## src/ipcb_cfg.svh

```systemverilog
// Constants of the interrupt priority configuration bank.
// Assumes inclusion by bare name from every file that needs them.
`ifndef IPCB_CFG_SVH
`define IPCB_CFG_SVH

// =====================================================
// Sizes
`define IPCB_NUM_SRC 18
`define IPCB_NUM_GRP 5
`define IPCB_ADDR_W 4
`define IPCB_DATA_W 16

// =====================================================
// Register addresses
`define IPCB_ADDR_GRP2 4'h2
`define IPCB_ADDR_GRP3 4'h3
`define IPCB_ADDR_GRP4 4'h4
`define IPCB_ADDR_GRP5 4'h5
`define IPCB_ADDR_GRP6 4'h6
`define IPCB_ADDR_ACT_LO 4'h8
`define IPCB_ADDR_ACT_HI 4'h9

// =====================================================
// Group slots in the decode vector
`define IPCB_GRP_2 3'h0
`define IPCB_GRP_3 3'h1
`define IPCB_GRP_4 3'h2
`define IPCB_GRP_5 3'h3
`define IPCB_GRP_6 3'h4

// =====================================================
// Field positions (lowest bit of each 3-bit field)
`define IPCB_LSB_HI 4'hC
`define IPCB_LSB_MH 4'h8
`define IPCB_LSB_ML 4'h4
`define IPCB_LSB_LO 4'h0

// =====================================================
// Implemented bits of each group and reset values
`define IPCB_MASK_GRP2 16'h7777
`define IPCB_MASK_GRP3 16'h0777
`define IPCB_MASK_GRP4 16'h7777
`define IPCB_MASK_GRP5 16'h7707
`define IPCB_MASK_GRP6 16'h7777
`define IPCB_LEVEL_RESET 3'h4
`define IPCB_LEVEL_OFF 3'h0
`define IPCB_RDATA_IDLE 16'h0000

`endif

```

## src/ipcb_pkg.sv

```systemverilog
// Types of the interrupt priority configuration bank.
// Assumes nothing beyond a SystemVerilog compiler.
package ipcb_pkg;

    // =====================================================
    // Priority level of one source
    typedef logic [2:0] ipcb_level_t;

    // =====================================================
    // Sources, in register and field order
    typedef enum {
        SRC_UART1_RX, SRC_SPI1_EVENT, SRC_SPI1_ERROR, SRC_TIMER3,
        SRC_DMA_CH1_DONE, SRC_ADC1_DONE, SRC_UART1_TX,
        SRC_CHANGE_NOTIFY, SRC_COMPARATOR, SRC_I2C1_MASTER, SRC_I2C1_SLAVE,
        SRC_CAPTURE8, SRC_CAPTURE7, SRC_EXT_IRQ1,
        SRC_TIMER4, SRC_COMPARE4, SRC_COMPARE3, SRC_DMA_CH2_DONE
    } ipcb_src_t;

endpackage

```

## src/ipcb_field.sv

```systemverilog
// One 3-bit priority field register.
// Assumes a write strobe already decoded for this field's register.
`timescale 1ns/1ps
`include "ipcb_cfg.svh"

module ipcb_field (
    input wire logic i_clk,
    input wire logic i_reset,
    input wire logic i_wr,
    input wire ipcb_pkg::ipcb_level_t i_wdata,
    output ipcb_pkg::ipcb_level_t o_level
);
    import ipcb_pkg::*;

    ipcb_level_t level_q;

    // Field storage, starts at level 4
    always_ff @(posedge i_clk or posedge i_reset) begin
        if (i_reset) begin
            level_q <= `IPCB_LEVEL_RESET;
        end else if (i_wr) begin
            level_q <= i_wdata;
        end
    end

    assign o_level = level_q;
endmodule

```

## src/ipcb_gate.sv

```systemverilog
// Presents one source's priority to the arbitration logic.
// Assumes the level input comes from a field register on the same clock.
`timescale 1ns/1ps
`include "ipcb_cfg.svh"

module ipcb_gate (
    input wire logic i_clk,
    input wire logic i_reset,
    input wire ipcb_pkg::ipcb_level_t i_level,
    output ipcb_pkg::ipcb_level_t o_level,
    output logic o_active
);
    import ipcb_pkg::*;

    ipcb_level_t level_q;
    logic active_q;

    // Level passes as is; zero marks the source as switched off
    always_ff @(posedge i_clk or posedge i_reset) begin
        if (i_reset) begin
            level_q <= `IPCB_LEVEL_RESET;
            active_q <= 1'b1;
        end else begin
            level_q <= i_level;
            active_q <= (i_level != `IPCB_LEVEL_OFF);
        end
    end

    assign o_level = level_q;
    assign o_active = active_q;
endmodule

```

## src/ipcb_top.sv

```systemverilog
// Interrupt priority configuration bank: five 16-bit registers of
// 3-bit priority fields, one field per peripheral interrupt source.
// Assumes a single-cycle register port on i_clk and an arbiter outside
// that reads the level and active outputs.
// Levels reach the arbiter one clock after the field register, so a
// read issued right after a write returns the new value on the same edge as the level output.
//
// The strobed register port and the register addresses were left to the implementer.
`timescale 1ns/1ps
`include "ipcb_cfg.svh"

module ipcb_top (
    // Clock and reset
    input wire logic i_clk,
    input wire logic i_reset,
    // Register port
    input wire logic [`IPCB_ADDR_W-1:0] i_addr,
    input wire logic [`IPCB_DATA_W-1:0] i_wdata,
    input wire logic i_wr,
    input wire logic i_rd,
    output logic [`IPCB_DATA_W-1:0] o_rdata,
    // Priority levels to the arbiter, one per source
    output ipcb_pkg::ipcb_level_t o_uart1_rx_level,
    output ipcb_pkg::ipcb_level_t o_spi1_event_level,
    output ipcb_pkg::ipcb_level_t o_spi1_error_level,
    output ipcb_pkg::ipcb_level_t o_timer3_level,
    output ipcb_pkg::ipcb_level_t o_dma_ch1_done_level,
    output ipcb_pkg::ipcb_level_t o_adc1_done_level,
    output ipcb_pkg::ipcb_level_t o_uart1_tx_level,
    output ipcb_pkg::ipcb_level_t o_change_notify_level,
    output ipcb_pkg::ipcb_level_t o_comparator_level,
    output ipcb_pkg::ipcb_level_t o_i2c1_master_level,
    output ipcb_pkg::ipcb_level_t o_i2c1_slave_level,
    output ipcb_pkg::ipcb_level_t o_capture8_level,
    output ipcb_pkg::ipcb_level_t o_capture7_level,
    output ipcb_pkg::ipcb_level_t o_ext_irq1_level,
    output ipcb_pkg::ipcb_level_t o_timer4_level,
    output ipcb_pkg::ipcb_level_t o_compare4_level,
    output ipcb_pkg::ipcb_level_t o_compare3_level,
    output ipcb_pkg::ipcb_level_t o_dma_ch2_done_level,
    // Enable flags to the arbiter, one per source
    output logic o_uart1_rx_active,
    output logic o_spi1_event_active,
    output logic o_spi1_error_active,
    output logic o_timer3_active,
    output logic o_dma_ch1_done_active,
    output logic o_adc1_done_active,
    output logic o_uart1_tx_active,
    output logic o_change_notify_active,
    output logic o_comparator_active,
    output logic o_i2c1_master_active,
    output logic o_i2c1_slave_active,
    output logic o_capture8_active,
    output logic o_capture7_active,
    output logic o_ext_irq1_active,
    output logic o_timer4_active,
    output logic o_compare4_active,
    output logic o_compare3_active,
    output logic o_dma_ch2_done_active
);
    import ipcb_pkg::*;

    // =====================================================
    // Declarations

    // Address decode lines
    logic [`IPCB_NUM_GRP-1:0] grp_hit;
    logic act_lo_hit;
    logic act_hi_hit;

    // Field registers and the copies the arbiter sees
    ipcb_level_t fld_level [`IPCB_NUM_SRC];
    ipcb_level_t out_level [`IPCB_NUM_SRC];
    logic [`IPCB_NUM_SRC-1:0] out_active;

    // Read-back words and read data
    logic [`IPCB_DATA_W-1:0] img [`IPCB_NUM_GRP];
    logic [`IPCB_DATA_W-1:0] act_lo_word;
    logic [`IPCB_DATA_W-1:0] act_hi_word;
    logic [`IPCB_DATA_W-1:0] rd_word;
    logic [`IPCB_DATA_W-1:0] rdata_d;
    logic [`IPCB_DATA_W-1:0] rdata_q;

    // =====================================================
    // Field placement

    // Group slot that holds a source's field
    function automatic logic [2:0] src_grp(input int idx);
        logic [2:0] g;
        g = `IPCB_GRP_2;
        case (ipcb_src_t'(idx))
            SRC_UART1_RX: g = `IPCB_GRP_2;
            SRC_SPI1_EVENT: g = `IPCB_GRP_2;
            SRC_SPI1_ERROR: g = `IPCB_GRP_2;
            SRC_TIMER3: g = `IPCB_GRP_2;
            SRC_DMA_CH1_DONE: g = `IPCB_GRP_3;
            SRC_ADC1_DONE: g = `IPCB_GRP_3;
            SRC_UART1_TX: g = `IPCB_GRP_3;
            SRC_CHANGE_NOTIFY: g = `IPCB_GRP_4;
            SRC_COMPARATOR: g = `IPCB_GRP_4;
            SRC_I2C1_MASTER: g = `IPCB_GRP_4;
            SRC_I2C1_SLAVE: g = `IPCB_GRP_4;
            SRC_CAPTURE8: g = `IPCB_GRP_5;
            SRC_CAPTURE7: g = `IPCB_GRP_5;
            SRC_EXT_IRQ1: g = `IPCB_GRP_5;
            SRC_TIMER4: g = `IPCB_GRP_6;
            SRC_COMPARE4: g = `IPCB_GRP_6;
            SRC_COMPARE3: g = `IPCB_GRP_6;
            SRC_DMA_CH2_DONE: g = `IPCB_GRP_6;
            default: g = `IPCB_GRP_2;
        endcase
        return g;
    endfunction

    // Lowest bit of a source's field within its register
    function automatic logic [3:0] src_lsb(input int idx);
        logic [3:0] b;
        b = `IPCB_LSB_LO;
        case (ipcb_src_t'(idx))
            SRC_UART1_RX: b = `IPCB_LSB_HI;
            SRC_SPI1_EVENT: b = `IPCB_LSB_MH;
            SRC_SPI1_ERROR: b = `IPCB_LSB_ML;
            SRC_TIMER3: b = `IPCB_LSB_LO;
            SRC_DMA_CH1_DONE: b = `IPCB_LSB_MH;
            SRC_ADC1_DONE: b = `IPCB_LSB_ML;
            SRC_UART1_TX: b = `IPCB_LSB_LO;
            SRC_CHANGE_NOTIFY: b = `IPCB_LSB_HI;
            SRC_COMPARATOR: b = `IPCB_LSB_MH;
            SRC_I2C1_MASTER: b = `IPCB_LSB_ML;
            SRC_I2C1_SLAVE: b = `IPCB_LSB_LO;
            SRC_CAPTURE8: b = `IPCB_LSB_HI;
            SRC_CAPTURE7: b = `IPCB_LSB_MH;
            SRC_EXT_IRQ1: b = `IPCB_LSB_LO;
            SRC_TIMER4: b = `IPCB_LSB_HI;
            SRC_COMPARE4: b = `IPCB_LSB_MH;
            SRC_COMPARE3: b = `IPCB_LSB_ML;
            SRC_DMA_CH2_DONE: b = `IPCB_LSB_LO;
            default: b = `IPCB_LSB_LO;
        endcase
        return b;
    endfunction

    // Implemented-bit mask of a group slot
    function automatic logic [15:0] grp_mask(input logic [2:0] g);
        logic [15:0] m;
        m = 16'h0000;
        case (g)
            `IPCB_GRP_2: m = `IPCB_MASK_GRP2;
            `IPCB_GRP_3: m = `IPCB_MASK_GRP3;
            `IPCB_GRP_4: m = `IPCB_MASK_GRP4;
            `IPCB_GRP_5: m = `IPCB_MASK_GRP5;
            `IPCB_GRP_6: m = `IPCB_MASK_GRP6;
            default: m = 16'h0000;
        endcase
        return m;
    endfunction

    // =====================================================
    // Address decode

    // One hit line per register; anything else is unmapped
    assign grp_hit[`IPCB_GRP_2] = (i_addr == `IPCB_ADDR_GRP2);
    assign grp_hit[`IPCB_GRP_3] = (i_addr == `IPCB_ADDR_GRP3);
    assign grp_hit[`IPCB_GRP_4] = (i_addr == `IPCB_ADDR_GRP4);
    assign grp_hit[`IPCB_GRP_5] = (i_addr == `IPCB_ADDR_GRP5);
    assign grp_hit[`IPCB_GRP_6] = (i_addr == `IPCB_ADDR_GRP6);
    assign act_lo_hit = (i_addr == `IPCB_ADDR_ACT_LO);
    assign act_hi_hit = (i_addr == `IPCB_ADDR_ACT_HI);

    // =====================================================
    // Fields and their presentation to the arbiter

    // Each field takes only its own three data bits, so gap bits are lost
    for (genvar i = 0; i < `IPCB_NUM_SRC; i++) begin : g_src
        logic fld_wr;
        ipcb_level_t fld_wdata;

        // Write strobe and data bits of this one field; the active map
        // addresses hit no field, so writes there change nothing
        assign fld_wr = i_wr & grp_hit[src_grp(i)];
        assign fld_wdata = i_wdata[src_lsb(i) +: 3];

        ipcb_field u_field (
            .i_clk(i_clk),
            .i_reset(i_reset),
            .i_wr(fld_wr),
            .i_wdata(fld_wdata),
            .o_level(fld_level[i])
        );

        // Level and enable follow the field on every clock
        // The extra stage keeps every arbiter-facing output on a flip-flop
        ipcb_gate u_gate (
            .i_clk(i_clk),
            .i_reset(i_reset),
            .i_level(fld_level[i]),
            .o_level(out_level[i]),
            .o_active(out_active[i])
        );
    end

    // =====================================================
    // Read-back images

    // Group 2: four fields, zero gaps
    assign img[`IPCB_GRP_2] = {1'b0, fld_level[SRC_UART1_RX],
                               1'b0, fld_level[SRC_SPI1_EVENT],
                               1'b0, fld_level[SRC_SPI1_ERROR],
                               1'b0, fld_level[SRC_TIMER3]}
                              & grp_mask(`IPCB_GRP_2);

    // Group 3: upper five bits empty
    assign img[`IPCB_GRP_3] = {5'h00, fld_level[SRC_DMA_CH1_DONE],
                               1'b0, fld_level[SRC_ADC1_DONE],
                               1'b0, fld_level[SRC_UART1_TX]}
                              & grp_mask(`IPCB_GRP_3);

    // Group 4: four fields, zero gaps
    assign img[`IPCB_GRP_4] = {1'b0, fld_level[SRC_CHANGE_NOTIFY],
                               1'b0, fld_level[SRC_COMPARATOR],
                               1'b0, fld_level[SRC_I2C1_MASTER],
                               1'b0, fld_level[SRC_I2C1_SLAVE]}
                              & grp_mask(`IPCB_GRP_4);

    // Group 5: bits 7 to 3 empty
    assign img[`IPCB_GRP_5] = {1'b0, fld_level[SRC_CAPTURE8],
                               1'b0, fld_level[SRC_CAPTURE7],
                               5'h00, fld_level[SRC_EXT_IRQ1]}
                              & grp_mask(`IPCB_GRP_5);

    // Group 6: four fields, zero gaps
    assign img[`IPCB_GRP_6] = {1'b0, fld_level[SRC_TIMER4],
                               1'b0, fld_level[SRC_COMPARE4],
                               1'b0, fld_level[SRC_COMPARE3],
                               1'b0, fld_level[SRC_DMA_CH2_DONE]}
                              & grp_mask(`IPCB_GRP_6);

    // Active map as presented, in source order
    // Sources 16 and 17 fill the low bits of the second word
    assign act_lo_word = out_active[15:0];
    assign act_hi_word = {14'h0, out_active[17:16]};

    // =====================================================
    // Read path

    // Select the addressed word; unmapped reads give zero
    // Hit lines are one-hot, so the order of the chain does not matter
    assign rd_word = grp_hit[`IPCB_GRP_2] ? img[`IPCB_GRP_2] :
                     grp_hit[`IPCB_GRP_3] ? img[`IPCB_GRP_3] :
                     grp_hit[`IPCB_GRP_4] ? img[`IPCB_GRP_4] :
                     grp_hit[`IPCB_GRP_5] ? img[`IPCB_GRP_5] :
                     grp_hit[`IPCB_GRP_6] ? img[`IPCB_GRP_6] :
                     act_lo_hit ? act_lo_word :
                     act_hi_hit ? act_hi_word :
                     `IPCB_RDATA_IDLE;

    // Data stand only in the cycle after the strobe
    // Zero between reads keeps stale words off the bus and lets a
    // wired-OR of several banks work without a select
    assign rdata_d = i_rd ? rd_word : `IPCB_RDATA_IDLE;

    // Read data register
    // Cleared by reset so the first cycles after release read as zero
    always_ff @(posedge i_clk or posedge i_reset) begin
        if (i_reset) begin
            rdata_q <= `IPCB_RDATA_IDLE;
        end else begin
            rdata_q <= rdata_d;
        end
    end

    assign o_rdata = rdata_q;

    // =====================================================
    // Output levels, one per source

    // Group 2 sources
    assign o_uart1_rx_level = out_level[SRC_UART1_RX];
    assign o_spi1_event_level = out_level[SRC_SPI1_EVENT];
    assign o_spi1_error_level = out_level[SRC_SPI1_ERROR];
    assign o_timer3_level = out_level[SRC_TIMER3];

    // Group 3 sources
    assign o_dma_ch1_done_level = out_level[SRC_DMA_CH1_DONE];
    assign o_adc1_done_level = out_level[SRC_ADC1_DONE];
    assign o_uart1_tx_level = out_level[SRC_UART1_TX];

    // Group 4 sources
    assign o_change_notify_level = out_level[SRC_CHANGE_NOTIFY];
    assign o_comparator_level = out_level[SRC_COMPARATOR];
    assign o_i2c1_master_level = out_level[SRC_I2C1_MASTER];
    assign o_i2c1_slave_level = out_level[SRC_I2C1_SLAVE];

    // Group 5 sources
    assign o_capture8_level = out_level[SRC_CAPTURE8];
    assign o_capture7_level = out_level[SRC_CAPTURE7];
    assign o_ext_irq1_level = out_level[SRC_EXT_IRQ1];

    // Group 6 sources
    assign o_timer4_level = out_level[SRC_TIMER4];
    assign o_compare4_level = out_level[SRC_COMPARE4];
    assign o_compare3_level = out_level[SRC_COMPARE3];
    assign o_dma_ch2_done_level = out_level[SRC_DMA_CH2_DONE];

    // =====================================================
    // Output enables, low when the field is zero

    // Group 2 sources
    assign o_uart1_rx_active = out_active[SRC_UART1_RX];
    assign o_spi1_event_active = out_active[SRC_SPI1_EVENT];
    assign o_spi1_error_active = out_active[SRC_SPI1_ERROR];
    assign o_timer3_active = out_active[SRC_TIMER3];

    // Group 3 sources
    assign o_dma_ch1_done_active = out_active[SRC_DMA_CH1_DONE];
    assign o_adc1_done_active = out_active[SRC_ADC1_DONE];
    assign o_uart1_tx_active = out_active[SRC_UART1_TX];

    // Group 4 sources
    assign o_change_notify_active = out_active[SRC_CHANGE_NOTIFY];
    assign o_comparator_active = out_active[SRC_COMPARATOR];
    assign o_i2c1_master_active = out_active[SRC_I2C1_MASTER];
    assign o_i2c1_slave_active = out_active[SRC_I2C1_SLAVE];

    // Group 5 sources
    assign o_capture8_active = out_active[SRC_CAPTURE8];
    assign o_capture7_active = out_active[SRC_CAPTURE7];
    assign o_ext_irq1_active = out_active[SRC_EXT_IRQ1];

    // Group 6 sources
    assign o_timer4_active = out_active[SRC_TIMER4];
    assign o_compare4_active = out_active[SRC_COMPARE4];
    assign o_compare3_active = out_active[SRC_COMPARE3];
    assign o_dma_ch2_done_active = out_active[SRC_DMA_CH2_DONE];

endmodule
```

## config.mk

```make
export PLATFORM = sky130hd
export DESIGN_NAME = ipcb_top
export DESIGN_NICKNAME = d
export VERILOG_FILES = /design/src/ipcb_pkg.sv /design/src/ipcb_field.sv /design/src/ipcb_gate.sv /design/src/ipcb_top.sv
export VERILOG_INCLUDE_DIRS = /design/src
export SDC_FILE = /design/constraint.sdc
export NUM_CORES = 1
export LEC_CHECK = 0
export BUFFER_PORTS_ARGS = -buffer_cell sky130_fd_sc_hd__buf_2
export CAP_MARGIN = 15
export CORE_MARGIN = 2
export CORE_UTILIZATION = 41
export CTS_BUF_LIST = sky130_fd_sc_hd__clkbuf_4 sky130_fd_sc_hd__clkbuf_8
export CTS_CLUSTER_DIAMETER = 200
export CTS_CLUSTER_SIZE = 20
export DETAILED_ROUTE_END_ITERATION = 6
export PLACE_DENSITY = 0.75
export SYNTH_ARGS = -nofsm -noshare
export SYNTH_HDL_FRONTEND = slang
export SYNTH_SLANG_ARGS = --single-unit
```

## constraint.sdc

```tcl
create_clock -name i_clk -period 4.1 [get_ports i_clk]
set_input_delay 0.205 -clock i_clk [delete_from_list [all_inputs] [get_ports i_clk]]
set_output_delay 0.205 -clock i_clk [all_outputs]
set_load 0.005 [all_outputs]
```

; Word-level counts from Yosys, hierarchy flattened
; Cells that the tools add are included.
[word_totals]
input_bits = 24
word_cells = 93
ff_bits = 142
out_inout_bits = 88
[op_classes]
muxes = 8
n_eq_ne = 7
bitwise = 5
reduce_logical = 18
[op_table]
columns = op, count
row1 = 16-bit 2-to-1 mux, 7
row2 = 3-bit nonzero test, 18
row3 = "4-bit by 3-bit equality test with 1-bit output, second input constant", 3
row4 = "4-bit by 2-bit equality test with 1-bit output, second input constant", 2
row5 = "4-bit equality test, second input constant", 2
row6 = 1-bit AND, 5
row7 = 2-bit 2-to-1 mux, 1

; Longest topological paths before layout
; Gate-level depths: netlist (run 1).
[logic_depth]
depth_word = 9
mapped_depth = 6
depth_no_buf = 4

; Cells and area by module
; A second synthesis (run 1) with hierarchy kept.
[hier_totals]
cells_unflattened = 381
hier_area_um2 = 5402.7
[by_module_without_submodules]
columns = module, area_per_inst_um2, cells_per_inst, seq_area_each_um2, instances
row1 = ipcb_field, 113.9, 7, 76.3, 18
row2 = ipcb_gate, 112.6, 6, 102.6, 18
row3 = ipcb_top, 1326.3, 147, 400.4, 1

; Worst setup path before layout (run 1)
; OpenSTA, ideal clock, no wires.
[synth_path]
kind = input-to-reg
from = input port i_addr[1]
to = register g_src[4].u_field.level_q[0]
n_path_buf = 2
setup_slack_ps = 2691
path_stages = 5
required_time_ps = 3975
t_arrival_ps = 1284
cell_sequence = buf_4 nor2b_1 and3_1 buf_2 mux2_2
[synth_between]
elab_chain_cells = 2
[synth_rtl]
columns = element, line
row1 = start: declaration, ipcb_top.sv:17  ; input wire logic [`IPCB_ADDR_W-1:0] i_addr,
row2 = 4-bit by 2-bit equality test with 1-bit output (no line), n/a
row3 = 1-bit AND, ipcb_top.sv:180  ; assign fld_wr = i_wr & grp_hit[src_grp(i)];
row4 = end signal: assignment, ipcb_field.sv:20  ; level_q <= `IPCB_LEVEL_RESET;
row5 = end signal: assignment, ipcb_field.sv:22  ; level_q <= i_wdata;
row6 = end: declaration, ipcb_field.sv:15  ; ipcb_level_t level_q;
; Every way passes these cells.
; A chain may end at the register's enable or synchronous reset.

; Worst setup path after layout (run 1)
[layout_path]
from = input port i_addr[3]
to = register rdata_q[7], in the netlist o_rdata[7]
[layout_between]
elab_chain_cells = 8
elab_cells_between_ends = 13
cone_classes = 6 x eq/ne / 7 x mux
[layout_rtl]
columns = element, line
row1 = 4-bit equality test (no line), n/a
row2 = 16-bit 2-to-1 mux (no line) (5 in series), n/a
row3 = 16-bit 2-to-1 mux (no line) (*) (2 in series), n/a
row4 = net rdata_d[7], ipcb_top.sv:81  ; logic [`IPCB_DATA_W-1:0] rdata_d;
row5 = end signal: assignment, ipcb_top.sv:266  ; rdata_q <= `IPCB_RDATA_IDLE;
row6 = end signal: assignment, ipcb_top.sv:268  ; rdata_q <= rdata_d;
row7 = end: declaration, ipcb_top.sv:82  ; logic [`IPCB_DATA_W-1:0] rdata_q;
; The timed path passes the listed nets; every way through them passes the cells marked *.

==> out/qor.txt, run 1 <==
Status - finished, final reports clean
Slew @ Worst Pin - 0.788 ns
Most common cell in the netlist - dfrtp_1
Die span in x - 116 um
# fillers - 1,100
Hold WC Path Type - in -> reg
DP HPWL - 8310 um
Main synth FF type - dfrtp_1
Starting density of the core - 0.416
Setup_tns - 0 ns
CP cell instances - buf_2 > nor3b_2 > and3_1 > and2_1
Max FO, Critical Path - 22
Worst-Skew Late Latency - 0.44 ns
Die Span Y - 116 um
Syn Area/Cell - 15.5 um2
GPL Wtd Cong - 0.841
Ant. Diodes - 0
Largest net degree at the start of global routing - 66
Final WL - 11,900 um
Final period utilization - 0.367
Area grow syn2layout - 20.5%
Met1 usage - 0.222
Max incr delay on CP - 0.73 ns
FFs w/ async S/R, synth - 1.00
Die area - 13,600 um2
Hold path startpoint - i_wdata[5]
Clk sinks - 142
Core Region - 12,500 um2
Maximum VDD drop - 0.191 mV
Rows - 41
Detailed Route Iter0 Violations - 208
IO Port Bufs - 107
Ranking of synthesized cells by area - dfrtp_1 (42%), dfstp_2 (27%), mux2_2 (11%), mux2_4 (2.9%), or3_1 (2.2%)
Vias - 3,248
Syn nets - 358
Htree depth - 4
Max clock buf depth - 2
GR Layer Usage met3 - 0.0633
Post-CTS Hold Fix Bufs - 1
Slew HR - 0.472
Initial antenna violation count - 0
Number of flops mapped to enable cells by yosys - 0
Final nets - 473
Worst Setup SP - i_addr[3]
Clock-pin slew on the worst setup and hold paths - 0.08 ns
Bufs and invs on worst path - 1
CP startpoint kind - input pin
Ports - 112
Top cells by count, synth - dfrtp_1 (88), dfstp_2 (54), mux2_2 (49)
Sequential area share after synthesis - 0.698
YS warnings - 0
First-pass GRT wire length - 18,200 um
Final core occ - 0.501
Gr busiest metal - met2
CP delay by family, top - simple AND/OR/NAND/NOR gates
Cells after Synth - 334
Max Cap Viol - 0
RSZ-0062 raised after global routing - false
Post-synth top area share - 0.424
Critical-path top delay cell - nor3b_2
Cell area after synthesis - 5190 um2
Share of cells above drive strength 1 - 0.578
First-pass DRT Iterations - 5
Total CTS buffers - 17
PwrDens - 564 nW/um2
Leakage - 2.85 nW
Number of setup buffers added after CTS - 0
Routing usage on met2 - 0.306
Setup Viol. Count Final - 0
Worst r2r src - g_src[11].u_field.o_level[0]$_DFFE_PP0P_
Crit. End Element - flip-flop
Drt wl/cell - 18.8 um
CP required - 4.48 ns
Total gr overflow - 0
DR DRC count - 0
Endpoints failing hold - 0
Largest area contributor in the netlist - dfrtp_1
Tmin final - 1.51 ns
Worst Skew - 0.00878 ns
Max-slew violation count - 0
FMAX - 0.664 GHz
ANT nets after route - 0
Register bit total from synthesis - 142
GRT Total Usage - 0.185
Clock Tree Root - clkbuf_8
WS Path Type - in -> reg
Synth unique cells - 33
Worst path arrival time - 1.89 ns
CTS resizes - 0
Number of global-route vias before repair - 3,287
TritonCTS clock tree - yes
Via/cell ratio - 5.12
-- layout make-up --
cell class                 instances  area [um2]  area share
clock buffer                      18         248      0.0396
clock inverter                    14         111      0.0178
inverter                           2        10.0     0.00160
multi-input combinational        175        1480       0.236
sequential                       142        3620       0.579
tap                              172         215      0.0344
timing repair buffer             111         568      0.0909
-- logic make-up (layout without fill, tap and decap cells) --
| group | count (synthesis) | count (layout) | share of synthesized area |
|---|---|---|---|
| flops | 142 | 142 | 0.698 |
| simple gates | 64 | 64 | 0.0721 |
| compound gates | 51 | 51 | 0.0755 |
| buf+inv | 17 | 145 | 0.0174 |
| mux | 60 | 60 | 0.137 |
-- state kept, by name, summed over array words and instances, names as in the netlist --
name	flops
o_rdata	16
g_src.u_field.o_level	54
g_src.u_gate.o_active	18
g_src.u_gate.o_level	54
-- path summary, 6_finish.rpt --
kind / end / slack, ns / depth (start not counted)
setup / recovery: o_rdata[7]$_DFF_PP0_ / 2.59 / 4
min in group asynchronous: o_rdata[3]$_DFF_PP0_ / 0.45 / 3
hold / removal: g_src[9].u_field.o_level[1]$_DFFE_PP0P_ / 0.05 / 2
max in group asynchronous: g_src[12].u_gate.o_active$_DFF_PP1_ / 2.63 / 4
hold reg to reg: g_src[13].u_gate.o_level[2]$_DFF_PP1_ / 0.38 / 0
setup reg to reg: o_rdata[12]$_DFF_PP0_ / 2.93 / 3
-- metrics by stage --
stage | power, mW | hold slack, ns | std cells | worst slack [ns] | cell area (um2)
6_report | 3.52 | 0.0462 | 634 | 2.59 | 6250
5_1_grt | 3.71 | 0.0369 | 634 | 2.41 | 6250
4_1_cts | 3.56 | 0.0180 | 634 | 2.58 | 6250
3_5_place_dp | 2.57 | 0.375 | 601 | 2.15 | 5880
3_3_place_gp | 2.55 | 0.374 | 601 | 2.18 | 5880
2_1_floorplan | 2.24 | 0.338 | 334 | 0.175 | 5190
-- layer usage --
layer  vias up  wire length (um)  part of all wire
met1      1647              4770              0.40
met5         -                 0                 0
met2       139              6070              0.51
met3        23               855             0.072
met4         0               218             0.018
li1       1439                 -                 -
-- report_power, final --
| part | internal, mW | leakage (nW) | switching [mW] |
|---|---|---|---|
| logic | 0.297 | 1.02 | 0.224 |
| registers | 1.80 | 1.67 | 0.221 |
| clock network | 0.441 | 0.165 | 0.543 |
-- cells in the final DEF, fill, tap and decap left out, types with 9 or more instances in the layout --
| cell type | Yosys | routed |
|---|---|---|
| o221ai_1 | 9 | 9 |
| a22oi_1 | 11 | 11 |
| dfrtp_1 | 88 | 88 |
| dfstp_2 | 54 | 54 |
| nand2_1 | 11 | 11 |
| mux2_2 | 49 | 49 |
| mux2_4 | 10 | 10 |
| or3_1 | 18 | 18 |
| clkbuf_8 | 0 | 18 |
| buf_2 | 6 | 107 |
| nor2_1 | 12 | 12 |
| a21oi_1 | 12 | 12 |
No activity file was read; power rests on OpenSTA's default activity.
==> run 2: changes to the inputs <==
Settings changed: ABC_AREA from default to 1.
Clock period 4.1 ns to 1.3 ns, I/O delays scaled along.
==> out/qor.txt, run 2 <==
Top cells by count, synth - nand2_1 (103), dfrtp_1 (88), inv_1 (58)
Clock-pin slew on the worst setup and hold paths - 0.08 ns (about the same)
Critical-path top delay cell - dfstp_2
PwrDens - 1740 nW/um2 (+210%)
Ant. Diodes - 0 (unchanged)
CP required - 1.24 ns (-3.24 ns)
First-pass DRT Iterations - 6 (+1)
Syn nets - 507 (+42%)
Main synth FF type - dfrtp_1
Status - finished, final reports clean
CP delay by family, top - flip-flops
Final period utilization - 0.914
Total gr overflow - 0 (unchanged)
Area grow syn2layout - 25.8%
Initial antenna violation count - 0 (unchanged)
Worst path arrival time - 1.12 ns (-0.77 ns)
Setup WS post-layout - 0.111 ns (-2.48 ns)
Net Sw Power - 3.17 mW (+220%)
Sw Share - 0.277 (-0.00363)
Cell area after synthesis - 5230 um2 (+0.80%)
Die area - 13,700 um2 (+0.77%)
Syn Area/Cell - 10.8 um2 (-30%)
Max incr delay on CP - 0.57 ns (-0.16 ns)
Drt wl/cell - 15.8 um (-16%)
Number of setup buffers added after CTS - 0 (unchanged)
Ranking of synthesized cells by area - dfrtp_1 (42%), dfstp_2 (27%), nand2_1 (7.4%), inv_1 (4.2%), nand3_1 (4.1%)
Internal power - 8.29 mW (+230%)
Clk sinks - 142 (unchanged)
Core Region - 12,500 um2 (+0.41%)
Slew HR - 0.700 (+0.227)
Max-slew violation count - 0 (unchanged)
TritonCTS clock tree - yes
Most common cell in the netlist - nand2_1
Setup Viol. Count Final - 0 (unchanged)
ANT nets after route - 0 (unchanged)
Comb power frac - 0.142 (-0.006)
Total CTS buffers - 17 (unchanged)
Sequential area share after synthesis - 0.692 (-0.00551)
Register bit total from synthesis - 142 (unchanged)
Fin cells - 805 (+27%)
GPL Wtd Cong - 0.924 (+9.9%)
First-pass GRT wire length - 19,700 um (+8.5%)
CP cell instances - buf_2
Post-CTS Hold Fix Bufs - 11 (+10)
Number of global-route vias before repair - 3,791 (+15%)
Final nets - 644 (+36%)
Clock Power Share - 0.319 (+0.040)
Most common cell after layout, fill and taps aside - buf_2
Crit. End Element - primary output
DP HPWL - 9280 um (+12%)
IO Port Bufs - 107 (unchanged)
Die Span Y - 117 um (+0.39%)
FFs w/ async S/R, synth - 1.00 (unchanged)
Max clock buf depth - 2 (unchanged)
Rows - 41 (unchanged)
CP startpoint kind - flip-flop
Bufs and invs on worst path - 1 (unchanged)
Final WL - 12,700 um (+7.0%)
YS warnings - 0 (unchanged)
GRT Total Usage - 0.196 (+0.0115)
Detailed Route Iter0 Violations - 403 (+94%)
Max Cap Viol - 0 (unchanged)
Max FO, Critical Path - 2 (-91%)
Seq pwr share - 0.539 (-0.034)
Die span in x - 117 um (+0.39%)
Via/cell ratio - 4.82 (-5.8%)
Vias - 3,883 (+20%)
Worst Skew - 0.00885 ns (+0.0000702 ns)
Placed Cells - 762 (+27%)
Worst-Skew Late Latency - 0.44 ns (about the same)
Slew @ Worst Pin - 0.449 ns (-0.339 ns)
Number of flops mapped to enable cells by yosys - 0 (unchanged)
Htree depth - 4 (unchanged)
R2r setup slk - 0.16 ns (-2.77 ns)
Starting density of the core - 0.418 (+0.00159)
DR DRC count - 0 (unchanged)
Share of cells above drive strength 1 - 0.373 (-0.205)
Hold WC Path Type - in -> reg
Ports - 112 (unchanged)
Largest area contributor in the netlist - dfrtp_1
Leakage - 3.27 nW (+15%)
Largest net degree at the start of global routing - 61 (-7.6%)
WS Path Type - reg -> out
CTS resizes - 0 (unchanged)
Cells after Synth - 483 (+45%)
Clock Tree Root - clkbuf_8
Post-synth top area share - 0.421 (-0.00335)
Dpl ws - -0.0116 ns (-2.16 ns)
# fillers - 1,131 (+2.8%)
Commonest non-fill, non-tap cells in the layout - buf_2 (107), nand2_1 (103), dfrtp_1 (88), inv_1 (57), dfstp_2 (54)
Maximum VDD drop - 0.658 mV (+240%)
RSZ-0062 raised after global routing - false
Endpoints failing hold - 0 (unchanged)
Synth unique cells - 24 (-27%)
FMAX - 0.841 GHz
Tmin final - 1.19 ns
-- run 2: worst min-delay path: cells and delay by family --
| kind | cells | cell delay, ns |
|---|---|---|
| AOI/OAI and AO/OA | 1 | 0.15 |
| buffers and inverters | 2 | 0.19 |
-- run 2: logic make-up (layout without fill, tap and decap cells) --
kind of cell,count (synthesis),after routing,synth area share
simple gates,179,179,0.157
flops,142,142,0.692
compound gates,86,86,0.0895
buf+inv,76,226,0.0612
-- run 2: layout make-up --
class,count,area [um2],share of cell area
sequential,142,3620,0.550
multi-input combinational,265,1290,0.196
timing repair buffer,132,801,0.122
clock buffer,19,255,0.0388
inverter,62,236,0.0359
tap,172,215,0.0327
clock inverter,13,164,0.0249
-- run 2: final timing paths --
check                                                   startpoint  cells after the start                                      end
setup / recovery               g_src[15].u_gate.o_active$_DFF_PP1_                      1                        o_compare4_active
hold / removal                                          i_wdata[0]                      3  g_src[6].u_field.o_level[0]$_DFFE_PP0P_
setup reg to reg                g_src[9].u_gate.o_active$_DFF_PP1_                      4                     o_rdata[9]$_DFF_PP0_
hold reg to reg            g_src[6].u_field.o_level[2]$_DFFE_PP1P_                      0     g_src[6].u_gate.o_level[2]$_DFF_PP1_
max in group asynchronous                                  i_reset                      4  g_src[0].u_field.o_level[2]$_DFFE_PP1P_
min in group asynchronous                                  i_reset                      3     g_src[8].u_gate.o_level[1]$_DFF_PP0_
-- run 2: power by group through the flow --
stage | registers [mW] | logic (mW) | clock network (mW)
after floorplan | 6.10 | 0.753 | 0
after global placement | 6.24 | 1.57 | 0
after detailed placement | 6.25 | 1.61 | 0
after CTS | 6.19 | 1.65 | 3.72
after global routing | 6.28 | 1.87 | 3.92
final | 6.18 | 1.62 | 3.66
-- run 2: layer usage --
layer  global-route usage  vias up  part of all wire
met4               0.0745        0             0.022
met1                0.262     1870              0.43
met3               0.0489       23             0.061
li1                     -     1817                 -
met5                    0        -                 0
met2                0.313      173              0.49
-- run 2: through the flow --
stage	power, mW	util	setup TNS (ns)	hold WS (ns)	instance area [um2]
floorplan	6.85	-	-48.72	0.219	5230
detailed placement	7.87	0.484	-0.0317	0.0592	6050
finish	11.5	0.526	0	0.0186	6580
CTS	11.5	0.526	0	0.000163	6580
global placement	7.81	0.484	0	0.0551	6050
global route	12.1	0.526	0	0.00973	6580
==> run 3: changes to the inputs <==
Settings changed: CTS_BUF_LIST sky130_fd_sc_hd__clkbuf_4 sky130_fd_sc_hd__clkbuf_8 to sky130_fd_sc_hd__clkbuf_16.
==> out/qor.txt, run 3 (synthesis results as in run 2) <==
Status - finished, final reports clean
DP HPWL - 9280 um (unchanged)
Hold WC Path Type - in -> reg
Setup_tns - 0 ns (unchanged)
First-pass DRT Iterations - 5 (-1)
DR DRC count - 0 (unchanged)
WHS Path Cells - 3 (unchanged)
Final WL - 12,700 um (about the same)
Hold path startpoint - i_wdata[12]
Slew HR - 0.702 (+0.00263)
Worst path arrival time - 1.09 ns (-0.03 ns)
Placed Cells - 762 (unchanged)
Maximum VDD drop - 0.860 mV (+31%)
Setup Viol. Count Final - 0 (unchanged)
Leakage - 3.33 nW (+1.9%)
ANT nets after route - 0 (unchanged)
R2r setup slk - 0.17 ns (about the same)
Critical-path top delay cell - dfstp_2
Ant. Diodes - 0 (unchanged)
Share of cells above drive strength 1 - 0.373 (about the same)
Max FO, Critical Path - 2 (unchanged)
CP startpoint kind - flip-flop
Drt wl/cell - 15.9 um (+0.63%)
TritonCTS clock tree - yes
Max-slew violation count - 0 (unchanged)
Max Cap Viol - 0 (unchanged)
Total CTS buffers - 17 (unchanged)
Starting density of the core - 0.418 (unchanged)
Rows - 41 (unchanged)
Bufs and invs on worst path - 1 (unchanged)
GRT Total Usage - 0.198 (+0.00177)
Worst r2r src - g_src[8].u_gate.o_active$_DFF_PP1_
Total gr overflow - 0 (unchanged)
Final period utilization - 0.891 (-0.0238)
Ports - 112 (unchanged)
Die area - 13,700 um2 (unchanged)
FMAX - 0.864 GHz (+2.7%)
Most common cell after layout, fill and taps aside - buf_2
DP Area - 6050 um2 (unchanged)
Die span in x - 117 um (unchanged)
Vias - 3,867 (-0.41%)
Largest net degree at the start of global routing - 61 (unchanged)
Worst Skew - 0.00686 ns (-0.00199 ns)
Tmin final - 1.16 ns (-0.0309 ns)
Number of setup buffers added after CTS - 0 (unchanged)
Htree depth - 4 (unchanged)
Final nets - 639 (-0.78%)
Worst-Skew Late Latency - 0.42 ns (-0.02 ns)
Initial antenna violation count - 0 (unchanged)
Clock Tree Root - clkbuf_16
Final core occ - 0.536 (+0.0102)
Worst Hold End - g_src[11].u_field.o_level[0]$_DFFE_PP0P_
Endpoints failing hold - 0 (unchanged)
Clock-pin slew on the worst setup and hold paths - 0.06 ns (-0.02 ns)
PwrDens - 1880 nW/um2 (+8.2%)
Detailed Route Iter0 Violations - 383 (-5.0%)
CTS resizes - 0 (unchanged)
IO Port Bufs - 107 (unchanged)
CP delay by family, top - flip-flops
Clk sinks - 142 (unchanged)
CP required - 1.24 ns (about the same)
GPL Wtd Cong - 0.924 (unchanged)
Via/cell ratio - 4.83 (+0.21%)
Max clock buf depth - 2 (unchanged)
RSZ-0062 raised after global routing - false
R2R Path End - o_rdata[8]$_DFF_PP0_
Area grow syn2layout - 28.3%
Die Span Y - 117 um (unchanged)
Commonest non-fill, non-tap cells in the layout - buf_2 (107), nand2_1 (103), dfrtp_1 (88), inv_1 (58), dfstp_2 (54)
Final Cell Area - 6710 um2 (+1.9%)
Core Region - 12,500 um2 (unchanged)
Fin cells - 800 (-0.62%)
Crit. End Element - primary output
CP cell instances - buf_2
WS Path Type - reg -> out
Slew @ Worst Pin - 0.445 ns (-0.00393 ns)
First-pass GRT wire length - 19,800 um (+0.17%)
Hold slack - 0.0144 ns (-0.00419 ns)
Worst Setup SP - g_src[16].u_gate.o_active$_DFF_PP1_
Reg2Reg Depth - 4 (unchanged)
Number of global-route vias before repair - 3,785 (-0.16%)
Max incr delay on CP - 0.56 ns (about the same)
[run 3: cell count changes in the layout (fill, tap and decap cells not counted)]
cell           delta
clkbuf_16        +17
dlygate4sd3_1     -5
inv_1             +1
clkbuf_4          -1
clkbuf_8         -18
clkinv_1          +1
[run 3: worst max path at each step]
stage / cells after the start / slack, ns / to
6_report: 1 / 0.14 / o_compare3_active
3_3_place_gp: 8 / 0.05 / g_src[12].u_field.o_level[0]$_DFFE_PP0P_
3_5_place_dp: 9 / -0.01 / g_src[8].u_field.o_level[1]$_DFFE_PP0P_
5_1_grt: 1 / 0.1 / o_compare4_active
4_1_cts: 1 / 0.12 / o_compare4_active
2_1_floorplan: 1 / -0.50 / g_src[0].u_field.o_level[0]$_DFFE_PP0P_
[run 3: repair_timing]
action,in CTS,in global routing
hold buffers,6,0
hold endpoints to repair,112,0
endpoints found under the setup margin,0,0
[run 3: per-layer routing]
metal  GRT usage  vias up  wire length (um)
li1            -     1805                 -
met1       0.261     1879              5460
met2       0.316      156              6190
met3      0.0469       27               708
met4      0.0871        0               374
met5           0        -                 0
[run 3: layout make-up]
class / instances / area, um2
Timing Repair Buffer: 127 / 751
Inverter: 62 / 236
Sequential cell: 142 / 3620
Clock buffer: 17 / 425
Clock inverter: 15 / 171
Fill cell: 1124 / 5810
Multi-Input combinational cell: 265 / 1290
Tap cell: 172 / 215
[run 3: tightest hold or removal path, cell delays in order]
cell	delay, ns
buf_2	0.09
inv_1	0.10
o21ai_2	0.14
[run 3: metrics by stage]
| step | setup WS [ns] | total power [mW] |
|---|---|---|
| 2_1_floorplan | -0.498 | 6.85 |
| 3_3_place_gp | 0.0546 | 7.81 |
| 3_5_place_dp | -0.0116 | 7.87 |
| 4_1_cts | 0.120 | 12.8 |
| 5_1_grt | 0.0969 | 13.3 |
| 6_report | 0.142 | 12.6 |
[run 3: power breakdown]
part	switching, mW	internal (mW)
combinational	0.885	0.733
clock	1.84	3.00
sequential	0.597	5.58
